### src/design/regbank_defines.vh
// Purpose: Offsets, reset values and field positions of the register bank
// Assumes: 6-bit address, 8-bit data
// Notes: Included by the bank's top design file and by the bench files
`ifndef REGBANK_DEFINES_VH
`define REGBANK_DEFINES_VH

`define ADDR_W 6
`define DATA_W 8

`define OFF_CHANNEL_ON_CONTROL 6'h00
`define OFF_CONFIG_A 6'h01
`define OFF_CONFIG_B 6'h02
`define OFF_SWITCHING_DIVIDER 6'h03
`define OFF_SLOPE_COMP_CFG 6'h04
`define OFF_SPREAD_SPECTRUM_CFG 6'h05
`define OFF_RAMP_TIME_CFG 6'h06
`define OFF_CH1_CURRENT_LEVEL 6'h07
`define OFF_CH2_CURRENT_LEVEL 6'h08
`define OFF_DIMMING_CLOCK_DIVIDER 6'h09
`define OFF_CH1_DIM_DUTY_LOW 6'h0a
`define OFF_CH1_DIM_DUTY_HIGH 6'h0b
`define OFF_CH2_DIM_DUTY_LOW 6'h0c
`define OFF_CH2_DIM_DUTY_HIGH 6'h0d
`define OFF_CURRENT_LIMIT_CFG 6'h0e
`define OFF_CURRENT_FAULT_TIMER 6'h0f
`define OFF_MODE_FAULT_TIMER 6'h10
`define OFF_FAULT_STATUS_A 6'h11
`define OFF_FAULT_STATUS_B 6'h12
`define OFF_FAULT_ENABLE_A 6'h13
`define OFF_FAULT_ENABLE_B 6'h14
`define OFF_FAULT_LATCH_SELECT 6'h15
`define OFF_OUTPUT_HIGH_LIMIT_SELECT 6'h16
`define OFF_LIMP_HOME_CONFIG 6'h17
`define OFF_LIMP_HOME_CH1_CURRENT 6'h18
`define OFF_LIMP_HOME_CH2_CURRENT 6'h19
`define OFF_LAST 6'h19

`define RST_CHANNEL_ON_CONTROL 8'h3c
`define RST_CONFIG_A 8'h00
`define RST_CONFIG_B 8'h00
`define RST_SWITCHING_DIVIDER 8'h00
`define RST_SLOPE_COMP_CFG 8'h55
`define RST_SPREAD_SPECTRUM_CFG 8'h05
`define RST_RAMP_TIME_CFG 8'h77
`define RST_CH1_CURRENT_LEVEL 8'h00
`define RST_CH2_CURRENT_LEVEL 8'h00
`define RST_DIMMING_CLOCK_DIVIDER 8'h01
`define RST_CH1_DIM_DUTY_LOW 8'h00
`define RST_CH1_DIM_DUTY_HIGH 8'h00
`define RST_CH2_DIM_DUTY_LOW 8'h00
`define RST_CH2_DIM_DUTY_HIGH 8'h00
`define RST_CURRENT_LIMIT_CFG 8'h0f
`define RST_CURRENT_FAULT_TIMER 8'h0a
`define RST_MODE_FAULT_TIMER 8'h99
`define RST_FAULT_STATUS_A 8'h20
`define RST_FAULT_ENABLE_A 8'h3c
`define RST_FAULT_ENABLE_B 8'h0f
`define RST_FAULT_LATCH_SELECT 8'h00
`define RST_OUTPUT_HIGH_LIMIT_SELECT 8'h22
`define RST_LIMP_HOME_CONFIG 8'h3c
`define RST_LIMP_HOME_CH1_CURRENT 8'h00
`define RST_LIMP_HOME_CH2_CURRENT 8'h00

// Writable-bit masks; cleared bits are reserved and read zero
`define MASK_CONFIG_B 8'hc9
`define MASK_SWITCHING_DIVIDER 8'h0f
`define MASK_SLOPE_COMP_CFG 8'h77
`define MASK_SPREAD_SPECTRUM_CFG 8'h3f
`define MASK_DIMMING_CLOCK_DIVIDER 8'h07
`define MASK_DIM_DUTY_HIGH 8'h03
`define MASK_CURRENT_FAULT_TIMER 8'h0f
`define MASK_FAULT_ENABLE_B 8'hbf
`define MASK_OUTPUT_HIGH_LIMIT_SELECT 8'h77
`define MASK_FULL 8'hff

// Field positions
`define BIT_FAULT_PIN_CLEAR 7
`define BIT_CH2_ON 1
`define BIT_CH1_ON 0
`define BIT_POWER_CYCLED 5
`define BIT_LIMP_HOME 4
`define MASK_FAULT_STATUS_A 8'hbf

`endif

### src/design/rw_reg8.v
// Purpose: One 8-bit read/write register with reset value and bit mask
// Assumes: Synchronous active-high reset
// Notes: Masked-off bits hold zero and read zero
`timescale 1ns/1ps
module rw_reg8 #(
  parameter [7:0] RESET_VALUE = 8'h00,
  parameter [7:0] WR_MASK = 8'hff
) (
  input wire ref_clk_in,
  input wire rst_in,
  input wire wr_in,
  input wire [7:0] wdata_in,
  output wire [7:0] value_out
);

  reg [7:0] value_q;

  always @(posedge ref_clk_in)
  begin
    if (rst_in)
      value_q <= RESET_VALUE & WR_MASK;
    else if (wr_in)
      value_q <= wdata_in & WR_MASK;
  end

  assign value_out = value_q;

endmodule

### src/design/fault_status_reg.v
// Purpose: Sticky fault status byte, cleared by a clean read
// Assumes: Fault events are one-cycle or level pulses, synchronous
// Notes: A set in the clearing cycle wins over the clear
`timescale 1ns/1ps
module fault_status_reg #(
  parameter [7:0] RESET_VALUE = 8'h00,
  parameter [7:0] MASK = 8'hff
) (
  input wire ref_clk_in,
  input wire rst_in,
  input wire [7:0] set_in,
  input wire clear_in,
  output wire [7:0] value_out
);

  reg [7:0] value_q;
  reg [7:0] value_d;

  always @*
  begin
    value_d = value_q;
    if (clear_in)
      value_d = 8'h00;
    value_d = (value_d | set_in) & MASK;
  end

  always @(posedge ref_clk_in)
  begin
    if (rst_in)
      value_q <= RESET_VALUE & MASK;
    else
      value_q <= value_d;
  end

  assign value_out = value_q;

endmodule

### src/design/led_controller_register_bank.v
// Purpose: Register array of a dual-channel LED/voltage controller
// Assumes: Decoded 16-bit frames arrive as command strobes from the
//   serial frame engine; all inputs synchronous to ref_clk_in
// Notes: Read data is registered one cycle after the read strobe
//
// What this block does
// - Registers are 8 bits wide, 6-bit address, 0x00 to 0x3F.
// - Reset loads every register with its default before any access.
// - Reads of undefined addresses return zero.
// - Registers read and write unless described otherwise.
// - A write flagged with a serial error leaves the register unchanged.
// - An error-free read of fault status clears it; first one of status A clears power-cycled.
// - Fault-pin clear bit is write-only and reads zero.
// - Channel-on writes of one blocked while power-cycled is high.
`timescale 1ns/1ps
`include "regbank_defines.vh"
module led_controller_register_bank (
  input wire ref_clk_in,
  input wire rst_in,
  input wire cmd_valid_in,
  input wire cmd_write_in,
  input wire cmd_error_in,
  input wire [5:0] cmd_addr_in,
  input wire [7:0] cmd_wdata_in,
  input wire [7:0] fault_a_set_in,
  input wire [7:0] fault_b_set_in,
  input wire limp_home_pin_in,
  input wire ch1_latched_fault_in,
  input wire ch2_latched_fault_in,
  output reg [7:0] rdata_out,
  output reg rdata_valid_out,
  output reg fault_pin_clear_out,
  output wire [7:0] channel_on_control_out,
  output wire [7:0] config_a_out,
  output wire [7:0] config_b_out,
  output wire [7:0] switching_divider_out,
  output wire [7:0] slope_comp_cfg_out,
  output wire [7:0] spread_spectrum_cfg_out,
  output wire [7:0] ramp_time_cfg_out,
  output wire [7:0] ch1_current_level_out,
  output wire [7:0] ch2_current_level_out,
  output wire [7:0] dimming_clock_divider_out,
  output wire [9:0] ch1_dim_duty_out,
  output wire [9:0] ch2_dim_duty_out,
  output wire [7:0] current_limit_cfg_out,
  output wire [7:0] current_fault_timer_out,
  output wire [7:0] mode_fault_timer_out,
  output wire [7:0] fault_status_a_out,
  output wire [7:0] fault_status_b_out,
  output wire [7:0] fault_enable_a_out,
  output wire [7:0] fault_enable_b_out,
  output wire [7:0] fault_latch_select_out,
  output wire [7:0] output_high_limit_select_out,
  output wire [7:0] limp_home_config_out,
  output wire [7:0] limp_home_ch1_current_out,
  output wire [7:0] limp_home_ch2_current_out
);

  ////////////////////////////////////////////////////////////////////////
  // Command qualification

  wire wr_ok;
  wire rd_ok;
  wire [7:0] wdata;

  assign wr_ok = cmd_valid_in & cmd_write_in & ~cmd_error_in;
  assign rd_ok = cmd_valid_in & ~cmd_write_in;
  assign wdata = cmd_wdata_in;

  // One write strobe per address
  wire [63:0] wr_at;

  assign wr_at = {63'h0, wr_ok} << cmd_addr_in;

  ////////////////////////////////////////////////////////////////////////
  // Plain read/write registers

  wire [7:0] ch1_duty_low;
  wire [7:0] ch1_duty_high;
  wire [7:0] ch2_duty_low;
  wire [7:0] ch2_duty_high;

  rw_reg8 #(.RESET_VALUE(`RST_CONFIG_B), .WR_MASK(`MASK_CONFIG_B))
    u_config_b (.ref_clk_in(ref_clk_in), .rst_in(rst_in),
    .wr_in(wr_at[`OFF_CONFIG_B]), .wdata_in(wdata),
    .value_out(config_b_out));
  rw_reg8 #(.RESET_VALUE(`RST_SWITCHING_DIVIDER),
    .WR_MASK(`MASK_SWITCHING_DIVIDER))
    u_switching_divider (.ref_clk_in(ref_clk_in), .rst_in(rst_in),
    .wr_in(wr_at[`OFF_SWITCHING_DIVIDER]), .wdata_in(wdata),
    .value_out(switching_divider_out));
  rw_reg8 #(.RESET_VALUE(`RST_SLOPE_COMP_CFG),
    .WR_MASK(`MASK_SLOPE_COMP_CFG))
    u_slope_comp_cfg (.ref_clk_in(ref_clk_in), .rst_in(rst_in),
    .wr_in(wr_at[`OFF_SLOPE_COMP_CFG]), .wdata_in(wdata),
    .value_out(slope_comp_cfg_out));
  rw_reg8 #(.RESET_VALUE(`RST_SPREAD_SPECTRUM_CFG),
    .WR_MASK(`MASK_SPREAD_SPECTRUM_CFG))
    u_spread_spectrum_cfg (.ref_clk_in(ref_clk_in), .rst_in(rst_in),
    .wr_in(wr_at[`OFF_SPREAD_SPECTRUM_CFG]), .wdata_in(wdata),
    .value_out(spread_spectrum_cfg_out));
  rw_reg8 #(.RESET_VALUE(`RST_RAMP_TIME_CFG), .WR_MASK(`MASK_FULL))
    u_ramp_time_cfg (.ref_clk_in(ref_clk_in), .rst_in(rst_in),
    .wr_in(wr_at[`OFF_RAMP_TIME_CFG]), .wdata_in(wdata),
    .value_out(ramp_time_cfg_out));
  rw_reg8 #(.RESET_VALUE(`RST_CH1_CURRENT_LEVEL), .WR_MASK(`MASK_FULL))
    u_ch1_current_level (.ref_clk_in(ref_clk_in), .rst_in(rst_in),
    .wr_in(wr_at[`OFF_CH1_CURRENT_LEVEL]), .wdata_in(wdata),
    .value_out(ch1_current_level_out));
  rw_reg8 #(.RESET_VALUE(`RST_CH2_CURRENT_LEVEL), .WR_MASK(`MASK_FULL))
    u_ch2_current_level (.ref_clk_in(ref_clk_in), .rst_in(rst_in),
    .wr_in(wr_at[`OFF_CH2_CURRENT_LEVEL]), .wdata_in(wdata),
    .value_out(ch2_current_level_out));
  rw_reg8 #(.RESET_VALUE(`RST_DIMMING_CLOCK_DIVIDER),
    .WR_MASK(`MASK_DIMMING_CLOCK_DIVIDER))
    u_dimming_clock_divider (.ref_clk_in(ref_clk_in), .rst_in(rst_in),
    .wr_in(wr_at[`OFF_DIMMING_CLOCK_DIVIDER]), .wdata_in(wdata),
    .value_out(dimming_clock_divider_out));
  rw_reg8 #(.RESET_VALUE(`RST_CH1_DIM_DUTY_LOW), .WR_MASK(`MASK_FULL))
    u_ch1_dim_duty_low (.ref_clk_in(ref_clk_in), .rst_in(rst_in),
    .wr_in(wr_at[`OFF_CH1_DIM_DUTY_LOW]), .wdata_in(wdata),
    .value_out(ch1_duty_low));
  rw_reg8 #(.RESET_VALUE(`RST_CH1_DIM_DUTY_HIGH),
    .WR_MASK(`MASK_DIM_DUTY_HIGH))
    u_ch1_dim_duty_high (.ref_clk_in(ref_clk_in), .rst_in(rst_in),
    .wr_in(wr_at[`OFF_CH1_DIM_DUTY_HIGH]), .wdata_in(wdata),
    .value_out(ch1_duty_high));
  rw_reg8 #(.RESET_VALUE(`RST_CH2_DIM_DUTY_LOW), .WR_MASK(`MASK_FULL))
    u_ch2_dim_duty_low (.ref_clk_in(ref_clk_in), .rst_in(rst_in),
    .wr_in(wr_at[`OFF_CH2_DIM_DUTY_LOW]), .wdata_in(wdata),
    .value_out(ch2_duty_low));
  rw_reg8 #(.RESET_VALUE(`RST_CH2_DIM_DUTY_HIGH),
    .WR_MASK(`MASK_DIM_DUTY_HIGH))
    u_ch2_dim_duty_high (.ref_clk_in(ref_clk_in), .rst_in(rst_in),
    .wr_in(wr_at[`OFF_CH2_DIM_DUTY_HIGH]), .wdata_in(wdata),
    .value_out(ch2_duty_high));
  rw_reg8 #(.RESET_VALUE(`RST_CURRENT_LIMIT_CFG), .WR_MASK(`MASK_FULL))
    u_current_limit_cfg (.ref_clk_in(ref_clk_in), .rst_in(rst_in),
    .wr_in(wr_at[`OFF_CURRENT_LIMIT_CFG]), .wdata_in(wdata),
    .value_out(current_limit_cfg_out));
  rw_reg8 #(.RESET_VALUE(`RST_CURRENT_FAULT_TIMER),
    .WR_MASK(`MASK_CURRENT_FAULT_TIMER))
    u_current_fault_timer (.ref_clk_in(ref_clk_in), .rst_in(rst_in),
    .wr_in(wr_at[`OFF_CURRENT_FAULT_TIMER]), .wdata_in(wdata),
    .value_out(current_fault_timer_out));
  rw_reg8 #(.RESET_VALUE(`RST_MODE_FAULT_TIMER), .WR_MASK(`MASK_FULL))
    u_mode_fault_timer (.ref_clk_in(ref_clk_in), .rst_in(rst_in),
    .wr_in(wr_at[`OFF_MODE_FAULT_TIMER]), .wdata_in(wdata),
    .value_out(mode_fault_timer_out));
  rw_reg8 #(.RESET_VALUE(`RST_FAULT_ENABLE_A), .WR_MASK(`MASK_FULL))
    u_fault_enable_a (.ref_clk_in(ref_clk_in), .rst_in(rst_in),
    .wr_in(wr_at[`OFF_FAULT_ENABLE_A]), .wdata_in(wdata),
    .value_out(fault_enable_a_out));
  rw_reg8 #(.RESET_VALUE(`RST_FAULT_ENABLE_B),
    .WR_MASK(`MASK_FAULT_ENABLE_B))
    u_fault_enable_b (.ref_clk_in(ref_clk_in), .rst_in(rst_in),
    .wr_in(wr_at[`OFF_FAULT_ENABLE_B]), .wdata_in(wdata),
    .value_out(fault_enable_b_out));
  rw_reg8 #(.RESET_VALUE(`RST_FAULT_LATCH_SELECT), .WR_MASK(`MASK_FULL))
    u_fault_latch_select (.ref_clk_in(ref_clk_in), .rst_in(rst_in),
    .wr_in(wr_at[`OFF_FAULT_LATCH_SELECT]), .wdata_in(wdata),
    .value_out(fault_latch_select_out));
  rw_reg8 #(.RESET_VALUE(`RST_OUTPUT_HIGH_LIMIT_SELECT),
    .WR_MASK(`MASK_OUTPUT_HIGH_LIMIT_SELECT))
    u_output_high_limit_select (.ref_clk_in(ref_clk_in), .rst_in(rst_in),
    .wr_in(wr_at[`OFF_OUTPUT_HIGH_LIMIT_SELECT]), .wdata_in(wdata),
    .value_out(output_high_limit_select_out));
  rw_reg8 #(.RESET_VALUE(`RST_LIMP_HOME_CONFIG), .WR_MASK(`MASK_FULL))
    u_limp_home_config (.ref_clk_in(ref_clk_in), .rst_in(rst_in),
    .wr_in(wr_at[`OFF_LIMP_HOME_CONFIG]), .wdata_in(wdata),
    .value_out(limp_home_config_out));
  rw_reg8 #(.RESET_VALUE(`RST_LIMP_HOME_CH1_CURRENT), .WR_MASK(`MASK_FULL))
    u_limp_home_ch1_current (.ref_clk_in(ref_clk_in), .rst_in(rst_in),
    .wr_in(wr_at[`OFF_LIMP_HOME_CH1_CURRENT]), .wdata_in(wdata),
    .value_out(limp_home_ch1_current_out));
  rw_reg8 #(.RESET_VALUE(`RST_LIMP_HOME_CH2_CURRENT), .WR_MASK(`MASK_FULL))
    u_limp_home_ch2_current (.ref_clk_in(ref_clk_in), .rst_in(rst_in),
    .wr_in(wr_at[`OFF_LIMP_HOME_CH2_CURRENT]), .wdata_in(wdata),
    .value_out(limp_home_ch2_current_out));

  assign ch1_dim_duty_out = {ch1_duty_high[1:0], ch1_duty_low};
  assign ch2_dim_duty_out = {ch2_duty_high[1:0], ch2_duty_low};

  ////////////////////////////////////////////////////////////////////////
  // Fault status, cleared by an error-free read

  wire clr_fault_a;
  wire clr_fault_b;
  wire [7:0] fault_a_set;

  assign clr_fault_a = rd_ok & ~cmd_error_in &
    (cmd_addr_in == `OFF_FAULT_STATUS_A);
  assign clr_fault_b = rd_ok & ~cmd_error_in &
    (cmd_addr_in == `OFF_FAULT_STATUS_B);
  // Power-cycled flag comes up set out of reset
  assign fault_a_set = fault_a_set_in;

  fault_status_reg #(.RESET_VALUE(`RST_FAULT_STATUS_A),
    .MASK(`MASK_FAULT_STATUS_A))
    u_fault_status_a (.ref_clk_in(ref_clk_in), .rst_in(rst_in),
    .set_in(fault_a_set), .clear_in(clr_fault_a),
    .value_out(fault_status_a_out));
  fault_status_reg #(.RESET_VALUE(8'h00), .MASK(`MASK_FULL))
    u_fault_status_b (.ref_clk_in(ref_clk_in), .rst_in(rst_in),
    .set_in(fault_b_set_in), .clear_in(clr_fault_b),
    .value_out(fault_status_b_out));

  wire power_cycled_flag;
  assign power_cycled_flag = fault_status_a_out[`BIT_POWER_CYCLED];

  ////////////////////////////////////////////////////////////////////////
  // Channel-on control and config_a

  reg [7:0] channel_on_q;
  reg [7:0] channel_on_d;
  reg [7:0] config_a_q;
  reg [7:0] config_a_d;

  always @*
  begin
    channel_on_d = channel_on_q;
    if (wr_at[`OFF_CHANNEL_ON_CONTROL])
    begin
      channel_on_d = wdata;
      channel_on_d[`BIT_FAULT_PIN_CLEAR] = 1'b0;
      if (power_cycled_flag)
      begin
        channel_on_d[`BIT_CH1_ON] = wdata[`BIT_CH1_ON] &
          channel_on_q[`BIT_CH1_ON];
        channel_on_d[`BIT_CH2_ON] = wdata[`BIT_CH2_ON] &
          channel_on_q[`BIT_CH2_ON];
      end
    end
    if (ch1_latched_fault_in)
      channel_on_d[`BIT_CH1_ON] = 1'b0;
    if (ch2_latched_fault_in)
      channel_on_d[`BIT_CH2_ON] = 1'b0;
  end

  // Limp-home bit: the pin sets it, only reset or a write of zero clears it
  always @*
  begin
    config_a_d = config_a_q;
    if (wr_at[`OFF_CONFIG_A])
    begin
      config_a_d = wdata;
      config_a_d[`BIT_LIMP_HOME] = config_a_q[`BIT_LIMP_HOME] &
        wdata[`BIT_LIMP_HOME];
    end
    if (limp_home_pin_in)
      config_a_d[`BIT_LIMP_HOME] = 1'b1;
  end

  always @(posedge ref_clk_in)
  begin
    if (rst_in)
    begin
      channel_on_q <= `RST_CHANNEL_ON_CONTROL;
      config_a_q <= `RST_CONFIG_A;
      fault_pin_clear_out <= 1'b0;
    end
    else
    begin
      channel_on_q <= channel_on_d;
      config_a_q <= config_a_d;
      fault_pin_clear_out <= wr_at[`OFF_CHANNEL_ON_CONTROL] &
        wdata[`BIT_FAULT_PIN_CLEAR];
    end
  end

  assign channel_on_control_out = channel_on_q;
  assign config_a_out = config_a_q;

  ////////////////////////////////////////////////////////////////////////
  // Read path

  reg [7:0] rmux;

  always @*
  begin
    if (cmd_addr_in == `OFF_CHANNEL_ON_CONTROL)
      rmux = channel_on_q;
    else if (cmd_addr_in == `OFF_CONFIG_A)
      rmux = config_a_q;
    else if (cmd_addr_in == `OFF_CONFIG_B)
      rmux = config_b_out;
    else if (cmd_addr_in == `OFF_SWITCHING_DIVIDER)
      rmux = switching_divider_out;
    else if (cmd_addr_in == `OFF_SLOPE_COMP_CFG)
      rmux = slope_comp_cfg_out;
    else if (cmd_addr_in == `OFF_SPREAD_SPECTRUM_CFG)
      rmux = spread_spectrum_cfg_out;
    else if (cmd_addr_in == `OFF_RAMP_TIME_CFG)
      rmux = ramp_time_cfg_out;
    else if (cmd_addr_in == `OFF_CH1_CURRENT_LEVEL)
      rmux = ch1_current_level_out;
    else if (cmd_addr_in == `OFF_CH2_CURRENT_LEVEL)
      rmux = ch2_current_level_out;
    else if (cmd_addr_in == `OFF_DIMMING_CLOCK_DIVIDER)
      rmux = dimming_clock_divider_out;
    else if (cmd_addr_in == `OFF_CH1_DIM_DUTY_LOW)
      rmux = ch1_duty_low;
    else if (cmd_addr_in == `OFF_CH1_DIM_DUTY_HIGH)
      rmux = ch1_duty_high;
    else if (cmd_addr_in == `OFF_CH2_DIM_DUTY_LOW)
      rmux = ch2_duty_low;
    else if (cmd_addr_in == `OFF_CH2_DIM_DUTY_HIGH)
      rmux = ch2_duty_high;
    else if (cmd_addr_in == `OFF_CURRENT_LIMIT_CFG)
      rmux = current_limit_cfg_out;
    else if (cmd_addr_in == `OFF_CURRENT_FAULT_TIMER)
      rmux = current_fault_timer_out;
    else if (cmd_addr_in == `OFF_MODE_FAULT_TIMER)
      rmux = mode_fault_timer_out;
    else if (cmd_addr_in == `OFF_FAULT_STATUS_A)
      rmux = fault_status_a_out;
    else if (cmd_addr_in == `OFF_FAULT_STATUS_B)
      rmux = fault_status_b_out;
    else if (cmd_addr_in == `OFF_FAULT_ENABLE_A)
      rmux = fault_enable_a_out;
    else if (cmd_addr_in == `OFF_FAULT_ENABLE_B)
      rmux = fault_enable_b_out;
    else if (cmd_addr_in == `OFF_FAULT_LATCH_SELECT)
      rmux = fault_latch_select_out;
    else if (cmd_addr_in == `OFF_OUTPUT_HIGH_LIMIT_SELECT)
      rmux = output_high_limit_select_out;
    else if (cmd_addr_in == `OFF_LIMP_HOME_CONFIG)
      rmux = limp_home_config_out;
    else if (cmd_addr_in == `OFF_LIMP_HOME_CH1_CURRENT)
      rmux = limp_home_ch1_current_out;
    else if (cmd_addr_in == `OFF_LIMP_HOME_CH2_CURRENT)
      rmux = limp_home_ch2_current_out;
    else
      rmux = 8'h00;
  end

  always @(posedge ref_clk_in)
  begin
    if (rst_in)
    begin
      rdata_out <= 8'h00;
      rdata_valid_out <= 1'b0;
    end
    else
    begin
      rdata_valid_out <= rd_ok;
      if (rd_ok)
        rdata_out <= rmux;
    end
  end

endmodule

### config.mk
export PLATFORM = sky130hd
export DESIGN_NAME = led_controller_register_bank
export DESIGN_NICKNAME = d
export VERILOG_FILES = /design/src/design/rw_reg8.v /design/src/design/fault_status_reg.v /design/src/design/led_controller_register_bank.v
export VERILOG_INCLUDE_DIRS = /design/src /design/src/design
export SDC_FILE = /design/constraint.sdc
export NUM_CORES = 1
export LEC_CHECK = 0
export BUFFER_PORTS_ARGS = -buffer_cell sky130_fd_sc_hd__buf_2
export CORE_MARGIN = 5
export CORE_UTILIZATION = 53
export DETAILED_ROUTE_END_ITERATION = 8
export PLACE_DENSITY = 0.81
export SLEW_MARGIN = 20
export SYNTH_ARGS = -nofsm -noshare
export SYNTH_HDL_FRONTEND = slang
export SYNTH_SLANG_ARGS = --single-unit
### constraint.sdc
create_clock -name ref_clk_in -period 2.56 [get_ports ref_clk_in]
set_input_delay 0.512 -clock ref_clk_in [delete_from_list [all_inputs] [get_ports ref_clk_in]]
set_output_delay 0.512 -clock ref_clk_in [all_outputs]
set_load 0.02 [all_outputs]
==> results of run 1 <==
flip-flops by register name (all words and copies together), names as in the netlist, 8 cells and up:
| name | cells |
|---|---|
| u_fault_latch_select.value_out | 8 |
| u_limp_home_config.value_out | 8 |
| u_fault_status_b.value_out | 8 |
| config_a_out | 8 |
| u_ch2_current_level.value_out | 8 |
| u_ch2_dim_duty_low.value_out | 8 |
| u_ramp_time_cfg.value_out | 8 |
| u_limp_home_ch2_current.value_out | 8 |
| u_current_limit_cfg.value_out | 8 |
| u_ch1_current_level.value_out | 8 |
| u_mode_fault_timer.value_out | 8 |
| u_ch1_dim_duty_low.value_out | 8 |
| u_limp_home_ch1_current.value_out | 8 |
| u_fault_enable_a.value_out | 8 |
| rdata_out | 8 |
layout make-up:
type	count	area share
Tap cell	220	0.0250
Sequential cell	180	0.327
Clock inverter	11	0.0116
Clock buffer	21	0.0409
Inverter	5	0.00170
Timing Repair Buffer	305	0.164
Multi-Input combinational cell	801	0.430
routing by layer:
layer	vias up	global-route usage	wire (µm)
met5	-	0	0
met4	0	0.119	1200
met3	108	0.0755	4330
met2	773	0.524	15300
met1	4515	0.446	12900
li1	4304	-	-
worst max-delay path by stage:
stage	slack, ps	start	to	cells after the start
floorplan	440	cmd_addr_in[0]	u_fault_enable_b.value_out[0]	6
global placement	80	cmd_addr_in[2]	rdata_out[2]	8
detailed placement	-1	cmd_addr_in[0]	u_ramp_time_cfg.value_out[2]	8
CTS	430	cmd_addr_in[0]	u_ramp_time_cfg.value_out[5]	8
global route	250	cmd_addr_in[3]	rdata_out[1]	7
finish	360	cmd_addr_in[0]	u_ramp_time_cfg.value_out[5]	8
cells in the final DEF (no fill, tap or decap), types with 5 or more instances in the layout:
master / count
a211o_1: 37
a211oi_1: 9
a21oi_1: 130
a221oi_1: 12
a22oi_1: 10
a31oi_1: 5
and3_1: 15
buf_2: 215
buf_4: 86
clkbuf_16: 17
conb_1: 26
dfxtp_1: 180
inv_1: 5
mux2_2: 5
mux2i_1: 49
nand2_1: 133
nand2b_1: 6
nand3_1: 72
nand3b_1: 8
nor2_1: 82
nor2b_1: 29
nor3_1: 16
o21ai_0: 58
o22ai_1: 6
power by group:
group | internal (mW) | switching (mW) | total, mW
sequential | 2.82 | 0.0279 | 2.85
clock | 1.47 | 1.15 | 2.62
combinational | 0.185 | 0.411 | 0.596
total | 4.48 | 1.59 | 6.07
critical path: stages:
cell     delay, ps
buf_2          200
buf_4          230
nor2b_1        340
nand2_1        200
nor2_1         410
buf_4          280
nor2b_1         70
a211o_1        280
cells by family after synthesis:
| family | share of synthesized area |
|---|---|
| and+or+nand+nor | 0.226 |
| AOI/OAI and AO/OA | 0.229 |
| DFF | 0.407 |
| buffers and inverters | 0.0730 |
| muxes | 0.0642 |
| other | 0.000423 |
stage by stage:
| stage | instances | cell area (µm²) | total power, mW | setup slack (ps) | util |
|---|---|---|---|---|---|
| detailed placement | 1511 | 10400 | 3.49 | -1.37 | 0.634 |
| global route | 1543 | 11000 | 6.23 | 248 | 0.669 |
| floorplan | 1110 | 8950 | 3.29 | 442 | - |
| CTS | 1543 | 11000 | 6.05 | 428 | 0.669 |
| global placement | 1511 | 10400 | 3.48 | 76.0 | 0.634 |
| finish | 1543 | 11000 | 6.07 | 358 | 0.669 |
==> results.tsv, run 1 <==
metric	value	unit
hold_ws	235	ps
ys_seq_area_frac	0.407	
antenna_left	0	
hold_buffers	0	
n_fill_cell	1377	
synthTopCellsByArea	dfxtp_1 41%, a21oi_1 7.3%, nand2_1 5.6%	
vdd_ir_drop_max	506	µV
cp-end-kind	flip-flop	
routed_wl	33700	µm
fmax	454	MHz
grt_use_total	0.332	
nets	1348	
overflow	0	
setup_viol	0	
timing.final.crit_share	0.860	
die_y	139	µm
synth_top_area_share	0.407	
reg2reg_slack	640	ps
r2r-start	u_ch2_dim_duty_low.value_out[1]	
clk-insertion-delay-late	440	ps
maxCapViolations	0	
cp.arrival	2520	ps
synth.distinct_cells	73	
core	16500	µm²
rsz0062_at_grt	no	
hp-start	ch1_latched_fault_in	
postCtsResizedCells	0	
hold-path-endpoint	channel_on_control_out[0]	
power-per-cell-area	551	nW/µm²
syn_to_final_growth	24.2	%
root_buffer	clkbuf_16	
max_slew.worst_pin.slew	729	ps
io_pins	244	
placementRows	47	
avgSynthCellArea	8.17	µm²
drt_iter0_markers	1467	
fp.dieW	139	µm
period_needed	2200	ps
cts_buffers	17	
wl_per_cell	21.8	µm
synth-seq-cells	180	
clock_skew	8.07	ps
rr_endpoint	rdata_out[1]	
seq_area	3600	µm²
dr.pass1.iters	6	
yosysTopAreaCell	dfxtp_1	
grt_first_pass_wirelength	51500	µm
place_congestion	1.00	
h-tree-depth	4	
cts_buffer_depth	2	
antenna_found_initial	1	
clk_pin_slew	60	ps
worstSetupPathType	input port to flip-flop	
cts_tree	built	
slew_headroom	0.514	
synthFlopType	dfxtp_1	
antennaDiodeCount	0	
netlist_instances	1085	
hold_class	input port to flip-flop	
synth_edf_count	0	
hold_violations	0	
post_cts.repair.setup_buffers	0	
crit_path_max_fanout	14	
grt_pass1_vias	9002	
yosys-top-cells-count	180 x dfxtp_1, 133 x nand2_1, 130 x a21oi_1, 83 x nor2_1, 72 x nand3_1	
initial_utilization	0.538	
drive_gt1_frac	0.271	
required	2880	ps
syn_area	8860	µm²
multi_input_area	4730	µm²
routed-via-count	9700	
cp-start-kind	input port	
async_flop_share	0	
p_leak	4.41	nW
cts.sinks	180	
hold_path_depth	2	
status	complete, no violations	
drt-vias-per-instance	6.29	
synth.most_common_cell	dfxtp_1	
r2r_cells	6	
tns	0	ps
die_area	19400	µm²
ys_warn_count	0	
drc	0	
drv_slew	0	
grt_max_degree	77	
dp_hpwl	24000	µm
numPortBuffers	216	
(Power assumes the default switching activity.)
==> inputs of run 2 (changes only) <==
--- a/config.mk
+++ b/config.mk
@@ -10,7 +10,7 @@
 export CORE_MARGIN = 5
 export CORE_UTILIZATION = 53
 export DETAILED_ROUTE_END_ITERATION = 8
-export PLACE_DENSITY = 0.81
+export PLACE_DENSITY_LB_ADDON = 0.3
 export SLEW_MARGIN = 20
 export SYNTH_ARGS = -nofsm -noshare
 export SYNTH_HDL_FRONTEND = slang
==> run 2 against run 1 <==
Worst hold slack improved by 1.6 ps. First-iteration DRC count fell by 14%. Sequential share of layout area fell by 0.31 points. Cell area rose by 0.95%. Highest routed layer unchanged. Combinational power rose by 2%. Non-clock buffer count rose by 8.
==> results.tsv, run 2 (same netlist as run 1, synthesis figures left out) <==
metric	value	unit	change
status	complete, no violations		
drt_iter0_markers	1265		-14%
numPortBuffers	216		unchanged
antenna_found_initial	0		-1
cts_buffer_depth	2		unchanged
grt_pass1_vias	8879		-1.4%
clk-insertion-delay-late	440	ps	about the same
power-per-cell-area	547	nW/µm²	-0.80%
path_cells	buf_2 > buf_4 > nand4bb_1 > nor2_1 > buf_4 > a22oi_1 > o211ai_1 > o211ai_1 > a221oi_1		
p_sw_frac	0.267		+0.00516
drive_gt1_frac	0.277		+0.00664
p_leak	4.48	nW	+1.7%
dr.pass1.iters	8		+2
die_y	139	µm	unchanged
root_buffer	clkbuf_16		
finalPower	6.08	mW	+0.15%
slowest_stage	nor2_1		
worstSetupPathType	input port to flip-flop		
dpl_cell_area	10500	µm²	+0.93%
final_common_cell	buf_2		
antenna_left	0		unchanged
n_fill_cell	1419		+3.1%
combPwrFrac	0.100		+0.002
multi_input_area	4730	µm²	unchanged
p_seq_frac	0.469		about the same
antennaDiodeCount	0		unchanged
grt.met2_usage	0.505		-0.0193
fmax	463	MHz	+2.0%
h-tree-depth	4		unchanged
grt_use_total	0.331		-0.000963
overflow	0		unchanged
maxCapViolations	0		unchanged
wl_per_cell	21.6	µm	-1.1%
globalRouteMet3Util	0.0758		+0.000343
hold_buffers	0		unchanged
setup_viol	0		unchanged
hold_violations	0		unchanged
io_pins	244		unchanged
cts_buffers	17		unchanged
max_slew.worst_pin.slew	734	ps	+4.82 ps
die_area	19400	µm²	unchanged
drv_slew	0		unchanged
cp-end-kind	flip-flop		
core	16500	µm²	unchanged
cts.sinks	180		unchanged
seq_area	3600	µm²	unchanged
drt-vias-per-instance	6.22		-1.0%
postCtsResizedCells	0		unchanged
grt_first_pass_wirelength	51100	µm	-0.65%
place_congestion	0.971		-2.9%
routed_wl	33500	µm	-0.57%
clock_skew	11.8	ps	+3.69 ps
busiest_layer	met2		
clockPowerShare	0.430		-0.002
hold_class	input port to flip-flop		
cp.arrival	2490	ps	-30 ps
syn_to_final_growth	25.4	%	
placementRows	47		unchanged
timing.final.crit_share	0.844		-0.0168
crit_path_max_fanout	13		-1
period_needed	2160	ps	-42.9 ps
hold_ws	236	ps	+1.60 ps
cpPeakStageDelay	350	ps	-60 ps
rsz0062_at_grt	no		
vdd_ir_drop_max	457	µV	-9.7%
routed-via-count	9649		-0.53%
required	2890	ps	about the same
clk_pin_slew	70	ps	about the same
cp-start-kind	input port		
grt_max_degree	72		-6.5%
final_cell_mix	215 x buf_2, 180 x dfxtp_1, 133 x nand2_1		
fp.dieW	139	µm	unchanged
nets	1356		+0.59%
initial_utilization	0.538		unchanged
slew_headroom	0.511		-0.00322
cts_tree	built		
stdcell_area	11100	µm²	+0.95%
drc	0		unchanged
dp_hpwl	24200	µm	+0.66%
p_switching	1.62	mW	+2.1%
grtUsageMet1	0.456		+0.00971
post_cts.repair.setup_buffers	0		unchanged
p_int	4.45	mW	-0.55%
[run 2: cell count changes in the layout (fill, tap and decap cells not counted), moves of 2 or more]
cell      previous run  this run
inv_6                1         4
buf_4               86        91
clkbuf_1             3         0
clkbuf_8             1         3
buf_12               4         7
[run 2: final timing paths]
kind | start | to | slack (ps) | cells past startpoint
setup / recovery | cmd_addr_in[5] | rdata_out[1] | 400 | 9
hold / removal | ch1_latched_fault_in | channel_on_control_out[0] | 240 | 2
setup reg to reg | u_ch2_dim_duty_low.value_out[1] | rdata_out[1] | 630 | 6
hold reg to reg | u_ch2_current_level.value_out[0] | u_ch2_current_level.value_out[0] | 470 | 2
[run 2: cell type report]
class,count,area share
clock inverter,12,0.0107
timing repair buffer,313,0.171
sequential,180,0.324
inverter,5,0.00169
tap,220,0.0248
multi-input combinational,801,0.426
clock buffer,20,0.0420
[run 2: per-layer routing]
layer,wire (µm),part of all wire,vias up
met1,13500,0.40,4555
met2,14800,0.44,683
met3,3980,0.12,80
met4,1130,0.034,0
met5,0,0,-
li1,-,-,4331
[run 2: power groups by stage]
stage / clock [mW] / combinational (mW) / sequential, mW
after floorplan: 0 / 0.354 / 2.94
after global placement: 0 / 0.584 / 2.91
after detailed placement: 0 / 0.588 / 2.92
after CTS: 2.63 / 0.590 / 2.85
after global routing: 2.76 / 0.638 / 2.85
final: 2.62 / 0.609 / 2.85
[run 2: per-stage QoR]
stage                     instances  worst slack, ps  TNS [ps]  utilization
final                          1551              400         0        0.675
after global routing           1551              289         0        0.675
after CTS                      1551              428         0        0.675
after detailed placement       1519            -6.91     -6.91        0.639
after global placement         1519            -7.38     -7.38        0.639
after floorplan                1110              442         0            -
[run 2: worst max-delay path: cells and delay by family]
| kind | cells | cell delay [ps] |
|---|---|---|
| buf+inv | 3 | 590 |
| simple gates | 2 | 670 |
| compound gates | 4 | 720 |
